[config.mk]
export PLATFORM = sky130hd
export DESIGN_NAME = drive_status_fault_display
export DESIGN_NICKNAME = d
export VERILOG_FILES = /design/src/drive_status_pkg.sv /design/src/seg_font_if.sv /design/src/seg_font.sv /design/src/drive_status_fault_display.sv
export VERILOG_INCLUDE_DIRS = /design/src
export SDC_FILE = /design/constraint.sdc
export NUM_CORES = 1
export LEC_CHECK = 0
export ABC_AREA = 1
export BUFFER_PORTS_ARGS = -buffer_cell sky130_fd_sc_hd__buf_2
export CORE_AREA = 2 2 130 132
export CTS_BUF_LIST = sky130_fd_sc_hd__clkbuf_2 sky130_fd_sc_hd__clkbuf_4 sky130_fd_sc_hd__clkbuf_8
export DETAILED_ROUTE_END_ITERATION = 7
export DIE_AREA = 0 0 132 134
export GPL_TIMING_DRIVEN = 0
export PLACE_DENSITY = 0.6
export SETUP_SLACK_MARGIN = 0.3
export SYNTH_ARGS = -nofsm -noshare
export SYNTH_HDL_FRONTEND = slang
export SYNTH_SLANG_ARGS = --single-unit
[constraint.sdc]
create_clock -name ref_clk -period 9.15 [get_ports ref_clk]
set_input_delay 0 -clock ref_clk [delete_from_list [all_inputs] [get_ports ref_clk]]
set_output_delay 0 -clock ref_clk [all_outputs]
set_load 0.01 [all_outputs]
[src/drive_status_defines.svh]
// Behaviour
// (RQ1) after reset the menu sits on the monitoring function.
// (RQ2) enabled low and no error: display shows the idle banner.
// (RQ3) enabled and no error: display shows the running banner.
// (RQ4) running banner leftmost digit shows node address one to sixteen; the code uses the two leftmost digits, tens then units.
// (RQ5) rightmost digit lights one segment, advancing with rotation direction.
// (RQ6) error latched while another function is selected: display flashes.
// (RQ7) every error is recorded; its code is shown on the monitoring function.
// (RQ8) error state flashes the error prefix and the two-digit code.
// (RQ9) a latched error stops the power stage and raises fault, except excluded.
// (RQ10) overload integral, servo error, forward and reverse limits never stop.
// (RQ11) enable low then high clears latched errors.
// (RQ12) errors whose cause persists stay latched after the clear.
// (RQ13) increment key steps function up, decrement key steps it down.
// (RQ14) choose enters selection, keys pick, choose again shows the value.
// (RQ15) while a value is shown, keys change the value.
// (RQ16) display is five seven-segment digits.
// (RQ17) codes 01 to 07: overvoltage to supply phase loss.
// (RQ18) lowest latched code shown first; flash rate a few hertz.
`ifndef DRIVE_STATUS_DEFINES_SVH
`define DRIVE_STATUS_DEFINES_SVH
`define CLK_MHZ        125
`define FLASH_HALF_MS  250
`define FLASH_HALF_CYC (`FLASH_HALF_MS * `CLK_MHZ * 1000)
`define DIGITS         5
`define ERR_LINES      16
`define ERR_NONSTOP    16'he004
`define MONITOR_FUNC   8'h28
`define FUNC_MAX       8'h63
`define SEG_BLANK      7'h00
`define SEG_PREFIX     7'h79
`define SEG_DASH       7'h40
`define SEG_D          7'h5e
`define SEG_I          7'h10
`define SEG_S          7'h6d
`define SEG_A          7'h77
`define SEG_B          7'h7c
`define SEG_G          7'h3d
`define SEG_O          7'h3f
`define SEG_F          7'h71
`endif

[src/drive_status_pkg.sv]
package drive_status_pkg;
  typedef enum logic [1:0] {
    menu_monitor,
    menu_select,
    menu_value
  } menu_type;
  typedef logic [6:0] seg_type;
endpackage

[src/seg_font_if.sv]
`timescale 1ns/1ps
`default_nettype none
interface seg_font_if;
  logic [3:0]                   nibble;
  drive_status_pkg::seg_type    glyph;
  modport user (output nibble, input glyph);
  modport font (input nibble, output glyph);
endinterface
`default_nettype wire

[src/seg_font.sv]
`timescale 1ns/1ps
`default_nettype none
module seg_font (
  seg_font_if.font f
);
  always_comb begin
    case (f.nibble)
      4'h0: f.glyph = 7'h3f;
      4'h1: f.glyph = 7'h06;
      4'h2: f.glyph = 7'h5b;
      4'h3: f.glyph = 7'h4f;
      4'h4: f.glyph = 7'h66;
      4'h5: f.glyph = 7'h6d;
      4'h6: f.glyph = 7'h7d;
      4'h7: f.glyph = 7'h07;
      4'h8: f.glyph = 7'h7f;
      4'h9: f.glyph = 7'h6f;
      default: f.glyph = 7'h00;
    endcase
  end
endmodule
`default_nettype wire

[src/drive_status_fault_display.sv]
`timescale 1ns/1ps
`default_nettype none
`include "drive_status_defines.svh"
module drive_status_fault_display #(
  parameter int unsigned flash_half_cyc = `FLASH_HALF_CYC
) (
  input  wire logic        ref_clk,
  input  wire logic        rst_n,
  input  wire logic        enable,
  input  wire logic [15:0] err_cause,
  input  wire logic [3:0]  node_addr,
  input  wire logic        rotor_step,
  input  wire logic        rotor_dir,
  input  wire logic        key_choose,
  input  wire logic        key_up,
  input  wire logic        key_down,
  output logic             stage_run,
  output logic             fault,
  output logic [15:0]      err_latched,
  output logic [7:0]       func_num,
  output logic [7:0]       func_value,
  output logic             value_shown,
  output logic [6:0]       seg0,
  output logic [6:0]       seg1,
  output logic [6:0]       seg2,
  output logic [6:0]       seg3,
  output logic [6:0]       seg4,
  output logic [4:0]       dot
);
  // seg4 is the leftmost digit, seg0 the rightmost
  drive_status_pkg::menu_type menu;
  drive_status_pkg::menu_type next_menu;
  logic [15:0] next_err;
  logic        en_d;
  logic [7:0]  next_func;
  logic [7:0]  next_value;
  logic [2:0]  rot;
  logic [2:0]  next_rot;
  logic [31:0] flash_cnt;
  logic [31:0] next_flash_cnt;
  logic        flash_on;
  logic        next_flash_on;
  logic [6:0]  next_seg [`DIGITS];
  logic [6:0]  seg_q [`DIGITS];
  logic        k_choose_d;
  logic        k_up_d;
  logic        k_down_d;
  logic        p_choose;
  logic        p_up;
  logic        p_down;
  logic        reenable;
  logic        any_err;
  logic [4:0]  low_code;
  seg_font_if  fa ();
  seg_font_if  fb ();

  seg_font u_font_a (.f(fa));
  seg_font u_font_b (.f(fb));

  assign p_choose = key_choose & ~k_choose_d;
  assign p_up     = key_up & ~k_up_d;
  assign p_down   = key_down & ~k_down_d;
  assign reenable = enable & ~en_d;
  assign any_err  = |err_latched;

  // latch: set from cause wins over the clear on re-enable
  always_comb begin
    next_err = err_latched | err_cause; // [RQ7]
    if (reenable) begin
      next_err = err_cause; // [RQ11] [RQ12]
    end
  end

  // lowest latched code first
  always_comb begin
    low_code = 5'h00;
    for (int i = `ERR_LINES - 1; i >= 0; i--) begin
      if (err_latched[i]) begin
        low_code = 5'(i + 1); // [RQ18]
      end
    end
  end

  always_comb begin
    next_menu  = menu;
    next_func  = func_num;
    next_value = func_value;
    case (menu)
      drive_status_pkg::menu_monitor: begin
        if (p_choose) begin
          next_menu = drive_status_pkg::menu_select; // [RQ14]
        end
      end
      drive_status_pkg::menu_select: begin
        if (p_up && func_num != `FUNC_MAX) begin
          next_func = func_num + 8'h01; // [RQ13]
        end else if (p_down && func_num != 8'h00) begin
          next_func = func_num - 8'h01; // [RQ13]
        end
        if (p_choose) begin
          next_menu = (func_num == `MONITOR_FUNC) ?
                      drive_status_pkg::menu_monitor :
                      drive_status_pkg::menu_value; // [RQ14]
        end
      end
      drive_status_pkg::menu_value: begin
        if (p_up) begin
          next_value = func_value + 8'h01; // [RQ15]
        end else if (p_down) begin
          next_value = func_value - 8'h01; // [RQ15]
        end
        if (p_choose) begin
          next_menu = drive_status_pkg::menu_select;
        end
      end
      default: next_menu = drive_status_pkg::menu_monitor;
    endcase
  end

  // one lit outer segment walking with rotor steps
  always_comb begin
    next_rot = rot;
    if (rotor_step) begin
      if (rotor_dir) begin
        next_rot = (rot == 3'h5) ? 3'h0 : rot + 3'h1; // [RQ5]
      end else begin
        next_rot = (rot == 3'h0) ? 3'h5 : rot - 3'h1; // [RQ5]
      end
    end
  end

  always_comb begin
    next_flash_cnt = flash_cnt + 32'h1;
    next_flash_on  = flash_on;
    if (flash_cnt >= flash_half_cyc - 1) begin
      next_flash_cnt = 32'h0;
      next_flash_on  = ~flash_on; // [RQ18]
    end
  end

  // node address shown as 1..16: node_addr 0 means node 1
  always_comb begin
    logic [4:0] node;
    node = {1'b0, node_addr} + 5'h01;
    fa.nibble = 4'hf;
    fb.nibble = 4'hf;
    for (int d = 0; d < `DIGITS; d++) begin
      next_seg[d] = `SEG_BLANK;
    end
    if (menu == drive_status_pkg::menu_monitor) begin
      if (any_err) begin
        fa.nibble = 4'((low_code / 5'd10) % 5'd10);
        fb.nibble = 4'(low_code % 5'd10);
        if (flash_on) begin
          next_seg[4] = `SEG_PREFIX; // [RQ8]
          next_seg[3] = `SEG_PREFIX;
          next_seg[2] = `SEG_DASH;
          next_seg[1] = fa.glyph; // [RQ7] [RQ17]
          next_seg[0] = fb.glyph;
        end
      end else if (enable) begin
        fa.nibble = 4'(node % 5'd10);
        // leading zero kept so the banner always reads two node digits
        next_seg[4] = (node > 5'd9) ? 7'h06 : 7'h3f; // [RQ4]
        next_seg[3] = fa.glyph; // [RQ3] [RQ4]
        next_seg[2] = `SEG_G;
        next_seg[1] = `SEG_O;
        next_seg[0] = 7'(7'h01 << rot); // [RQ5]
      end else begin
        next_seg[4] = `SEG_D; // [RQ2]
        next_seg[3] = `SEG_I;
        next_seg[2] = `SEG_S;
        next_seg[1] = `SEG_A;
        next_seg[0] = `SEG_B;
      end
    end else begin
      fa.nibble = 4'((func_num / 8'd10) % 8'd10);
      fb.nibble = 4'(func_num % 8'd10);
      if (menu == drive_status_pkg::menu_value) begin
        fa.nibble = 4'((func_value / 8'd10) % 8'd10);
        fb.nibble = 4'(func_value % 8'd10);
      end
      if (!any_err || flash_on) begin // [RQ6]
        next_seg[4] = `SEG_F;
        next_seg[3] = `SEG_F;
        next_seg[2] = `SEG_DASH;
        next_seg[1] = fa.glyph;
        next_seg[0] = fb.glyph;
      end
    end
  end

  always_ff @(posedge ref_clk or negedge rst_n) begin
    if (!rst_n) begin
      menu        <= drive_status_pkg::menu_monitor; // [RQ1]
      func_num    <= `MONITOR_FUNC; // [RQ1]
      func_value  <= 8'h00;
      err_latched <= 16'h0000;
      en_d        <= 1'b0;
      rot         <= 3'h0;
      flash_cnt   <= 32'h0;
      flash_on    <= 1'b1;
      k_choose_d  <= 1'b0;
      k_up_d      <= 1'b0;
      k_down_d    <= 1'b0;
      for (int d = 0; d < `DIGITS; d++) begin
        seg_q[d] <= `SEG_BLANK;
      end
    end else begin
      menu        <= next_menu;
      func_num    <= next_func;
      func_value  <= next_value;
      err_latched <= next_err;
      en_d        <= enable;
      rot         <= next_rot;
      flash_cnt   <= next_flash_cnt;
      flash_on    <= next_flash_on;
      k_choose_d  <= key_choose;
      k_up_d      <= key_up;
      k_down_d    <= key_down;
      for (int d = 0; d < `DIGITS; d++) begin
        seg_q[d] <= next_seg[d]; // [RQ16]
      end
    end
  end

  // fault is combinational so the stage stops in the latching cycle
  assign fault = |(err_latched & ~`ERR_NONSTOP); // [RQ9] [RQ10]
  assign stage_run   = enable & ~fault; // [RQ9]
  assign value_shown = (menu == drive_status_pkg::menu_value);
  assign seg4 = seg_q[4];
  assign seg3 = seg_q[3];
  assign seg2 = seg_q[2];
  assign seg1 = seg_q[1];
  assign seg0 = seg_q[0];
  assign dot  = (menu == drive_status_pkg::menu_monitor && !any_err &&
                 enable) ? 5'h08 : 5'h00; // [RQ3]
endmodule
`default_nettype wire

# [After elaboration in Yosys (flattened, before gate mapping)]
# Memories as Yosys holds them, arrays and structs flattened.
# Index checks and enable logic that the tools add are counted.
[totals] ff_bits=109 rom_bits=224 in_bits=28 out_inout_bits=75 word_cells=118 n_memories=2
[op_classes] addsub=8 div=10 order_cmp=2 eq_ne=7 shifts=1 n_mux=43 n_bitwise=12 reduce_logical=17
[mem_list] name="(name not given)" depth=16 word_bits=7 rd=1 rd_ports_with_merged_regs=0 wr=0 line="seg_font.sv:7" text="case (f.nibble)"
[mem_list] name="(name not given)" depth=16 word_bits=7 rd=1 rd_ports_with_merged_regs=0 wr=0 line="seg_font.sv:7"
[ops] cell="$mux 35" count=5
[ops] cell="$mux 5" count=16
[ops] cell="$add 32x1->32 const B" count=1
[ops] cell="$ge 32x25->1 const B" count=1
[ops] cell="$mod 8x4->8 const B" count=4
[ops] cell="$mux 32" count=1
[ops] cell="$mux 4" count=8
[ops] cell="$mux 8" count=4
[ops] cell="$add 8x1->8 const B" count=2
[ops] cell="$div 8x4->8 const B" count=2
[ops] cell="$mux 16" count=1
[ops] cell="$or 16x16->16" count=1
[ops] cell="$reduce_or 16->1" count=1
[ops] cell="$sub 8x1->8 const B" count=2
[ops] cell="$mod 5x4->5 const B" count=3
[ops] cell="$reduce_or 12->1" count=1
[ops] cell="$mux 3" count=3
[ops] cell="$eq 8x6->1 const B" count=1
[ops] cell="$ne 8x7->1 const B" count=1
[ops] cell="$reduce_bool 8->1" count=1
[ops] cell="$shl 1x3->7 const A" count=1
[ops] cell="$mux 2" count=3
[ops] cell="$mux 6" count=1
[ops] cell="$not 1->1" count=6
[ops] cell="20 further kinds" count=30

# [Longest topological paths before layout]
# An unclocked memory read counts as a cell.
[logic_depth] word_depth=24 depth_mapped=40 mapped_depth_nobuf=40

# [Cells and area by module]
# A second synthesis with hierarchy kept.
[hier_totals] hier_cells=843 area_unflattened_um2=6596.3
[by_module_without_submodules] mod="drive_status_fault_display" instances=1 cells_each=765 area_each_um2=6175.9 seq_area_each_um2=2531.2
[by_module_without_submodules] mod="seg_font" instances=2 cells_each=39 area_each_um2=210.2 seq_area_each_um2=0.0

# [Least setup slack after synthesis]
# No wires, ideal clock.
[synth_path] kind="flip-flop to flip-flop" from="reg menu[1]" to="reg seg_q (netlist bit seg1[3])" setup_ns=0.120 arrival_ns=3.623 required_time_ns=9.030 slack_ns=5.407 stages_incl_launch_ff=39 path_buffers=1 synth_period_minus_slack_ns=3.743 cell_sequence="dfrtp_1 > buf_4 > nand2_4 > nand2_2 > nand2_2 > inv_2 > ha_1 > nor2_1 > a21oi_4 > nand2_4 > nand2_2 > nand2_2 > nand3_2 > nand2_2 > nand3_4 > nand2_2 > nand2_1 > nand2_1 > [... 3 more ...] > nand2_2 > nand2_2 > nand3_2 > nand2_2 > nand2_2 > nand2_4 > nand2_1 > nand3_1 > nand2_1 > nand2_1 > nand2_1 > inv_1 > ha_1 > inv_1 > nand2_1 > nand3_1 > nand3_1 > nand2_1"
[synth_lines] item="from (decl)" line="drive_status_fault_display.sv:31" text="drive_status_pkg::menu_type menu;"
[synth_lines] item="from (signal assigned)" line="drive_status_fault_display.sv:195" text="menu <= drive_status_pkg::menu_monitor;"
[synth_lines] item="from (signal assigned)" line="drive_status_fault_display.sv:210" text="menu <= next_menu;"
[synth_lines] item="to (signal, indexed assignment)" line="drive_status_fault_display.sv:207" text="seg_q[d] <= `SEG_BLANK;"
[synth_lines] item="to (signal, indexed assignment)" line="drive_status_fault_display.sv:222" text="seg_q[d] <= next_seg[d];"
[synth_lines] item="to (decl)" line="drive_status_fault_display.sv:44" text="logic [6:0] seg_q [`DIGITS];"

==> metrics <==
status completed; Warnings, synthesis 0; Startpoint Class register; Syn-to-layout area delta 20.1%; grt total ovfl 0; DRC errors left 0; Finish-stage setup viols 0; number of synthesized flops with an enable pin 0; Placer Congestion 0.786; hold crit path type input pin to register; Seq pwr share 19.5%; Antenna Cells 0; crit path DAT 4.53 ns; Max Cap Viol 0; antenna-violating nets left 0; Pre-Repair DR Iteration Count 4; Netlist Area Pre-Place 0.00639 sq mm; drt total wl 13900 um; largest net degree at the start of global routing 56; reg2reg start menu[1]; CP top delay family simple AND/OR/NAND/NOR gates; Final Max Slew Viols 0; synth unique cells 45; RSZ-0062 raised after global routing no; I/O Pins 103; PD cells 415 mW/mm^2; TritonCTS Sinks 101; CTS max path bufs 2; crit-path max FO 8; CTS tree done; first-pass GRT wire length 23600 um; initial antenna violation count 0; top_reg_cell synth dfrtp_1; most frequent cells in the layout 154 x nand2_1, 125 x inv_1, 98 x dfrtp_1, 97 x buf_2, 84 x nor2_1; FMAX 237 MHz; Starting Density 39.2%; Crit-path slowest cell dfrtp_1; Iteration-0 DRC Markers 226; share of post-route cells with drive strength above 1 19.3%; Psw 1.67 mW; Sw Ratio 52.5%; final period utilization 46.0%; CP startpoint menu[1]; total power 3.19 mW; Sum Neg Setup Slack 0 ns; global router's overall resource usage 16.3%; Post-DP HPWL 10500 um; FILL cells 1678; pin slew with the least headroom to its limit 0.653 ns; Vias 5476; Critical Path Most Common Cell nand2_2; Multi-input gate area 0.00326 sq mm; clock slew at reported path FFs 0.09 ns; Critical Path End Type register; CP required 9.47 ns; Critical Path Max Stage Delay 0.37 ns; register area share after synthesis 39.6%; Post-Route Skew 0.00723 ns; port bufs 97; Avg Vias per Cell 4.61; Min Clock Period, post-route 4.21 ns; cts bufs inserted 9; Mapped Cells 819; Logic pwr share 70.9%; Reg area 0.00253 sq mm; Post CTS Setup Buffer Count 0; flops & latches, synth 101; clock network fraction of total power 9.5%; hold wc startpoint node_addr[3]; Leakage 4.07 nW; root buffer cell clkbuf_8; final hold violations 0; nets 1030; Async SR Flop Fraction 100%; Internal 1.51 mW; # rows 47; syn_area_per_cell 7.80 sq um; post_cts resized 0; buffers plus inverters on the worst setup path 5; Die Footprint 0.0177 sq mm; Core ar. 0.0163 sq mm; htree depth 3; Die Wd 132 um; commonest non-fill, non-tap cell in the layout nand2_1; drt wl/cell 11.7 um; clk_lat worst skew 0.38 ns; Setup CP Type register to register; Die Ht 134 um; Worst VDD drop 0.214 mV; cts hold-fix bufs 24; vias in the first global route 5174; relative slew slack 56.3%
final timing paths:
path	cells after the start	to	slack [ns]
max	36	seg3[3]	4.94
min in group asynchronous	2	flash_cnt[13]	0.17
min reg2reg	1	flash_cnt[0]	0.46
min	6	seg4[4]	0.15
max in group asynchronous	3	flash_on	8.26
max reg2reg	36	seg3[3]	4.94
per-stage QoR:
stage / cell area [sq um] / hold slack [ns] / setup WS, ns / cells / util [%]
3_3_place_gp: 7190 / 0.123 / 4.98 / 1147 / 44.1
5_1_grt: 7670 / 0.204 / 4.45 / 1188 / 47.1
3_5_place_dp: 7220 / 0.0662 / 4.94 / 1148 / 44.3
4_1_cts: 7670 / 0.118 / 4.92 / 1188 / 47.1
2_1_floorplan: 6430 / -0.296 / 5.41 / 830 / -
6_report: 7670 / 0.147 / 4.94 / 1188 / 47.1
synthesized netlist by cell type, types with 3 or more instances:
library cell | number | area, sq um
a211oi_1 | 5 | 37.5
a21oi_1 | 33 | 165
a22o_1 | 3 | 26.3
a31oi_1 | 10 | 62.6
buf_4 | 13 | 97.6
clkbuf_1 | 4 | 15.0
dfrtp_1 | 98 | 2450
dfstp_2 | 3 | 78.8
ha_1 | 37 | 463
inv_1 | 125 | 469
inv_2 | 8 | 30.0
nand2_1 | 154 | 578
nand2_2 | 24 | 150
nand2_4 | 5 | 56.3
nand3_1 | 51 | 255
nand3_2 | 9 | 90.1
nand3b_1 | 6 | 45.0
nand4_1 | 9 | 56.3
nor2_1 | 84 | 315
nor3_1 | 13 | 65.1
nor3b_1 | 10 | 75.1
o21ai_0 | 42 | 210
o21ai_1 | 8 | 40.0
o21bai_1 | 17 | 128
o31ai_1 | 4 | 30.0
xnor2_1 | 6 | 52.6
xor2_1 | 12 | 105
cell type report:
type                    count  share of cell area, %
plain buffers              20                   1.83
clock buffers              12                   2.07
clock inverters             4                  0.717
inverters                 133                   6.51
multi-input cells         576                   42.5
flip-flops and latches    101                   33.0
well taps                 220                   3.59
repair buffers            122                   9.85
cell families (layout without fill, tap and decap cells):
kind of cell / Yosys count / count (layout) / share of synthesized area [%]
muxes: 1 / 1 / 0.157
DFF: 101 / 101 / 39.6
other: 1 / 12 / 0.0587
and+or+nand+nor: 372 / 372 / 27.3
buffers and inverters: 153 / 291 / 10.0
adders and majority gates: 39 / 39 / 7.87
AOI/OAI and AO/OA: 134 / 134 / 12.5
xor gates and xnor gates: 18 / 18 / 2.47
metal layers:
layer	GRT usage [%]	share of wire (%)
met1	21.5	49
met4	5.07	1.5
met5	0	0
met3	3.33	3.8
met2	27.0	46
power groups by stage:
stage | registers, mW | logic [mW] | clock network (mW)
after floorplan | 0.649 | 1.80 | 0
after global placement | 0.633 | 2.25 | 0
after detailed placement | 0.633 | 2.27 | 0
after CTS | 0.624 | 2.28 | 0.318
after global routing | 0.635 | 2.63 | 0.336
final | 0.622 | 2.26 | 0.304
state kept, by name, indices dropped and copies added, names as in the netlist, 3 cells and up:
name and count:
seg0 7, func_value 8, seg1 7, err_latched 16
seg3 7, rot 3, flash_cnt 32, seg4 5
func_num 8
worst reg2reg max path: cells and delay by family (launching register included):
kind	cells	cell delay, ns
AND/OR/NAND/NOR	26	2.52
buffers and inverters	5	0.46
adder cells (fa/ha/maj)	2	0.58
AO/OA/AOI/OAI	3	0.21
flip-flops	1	0.37
(Power assumes the default switching activity.)
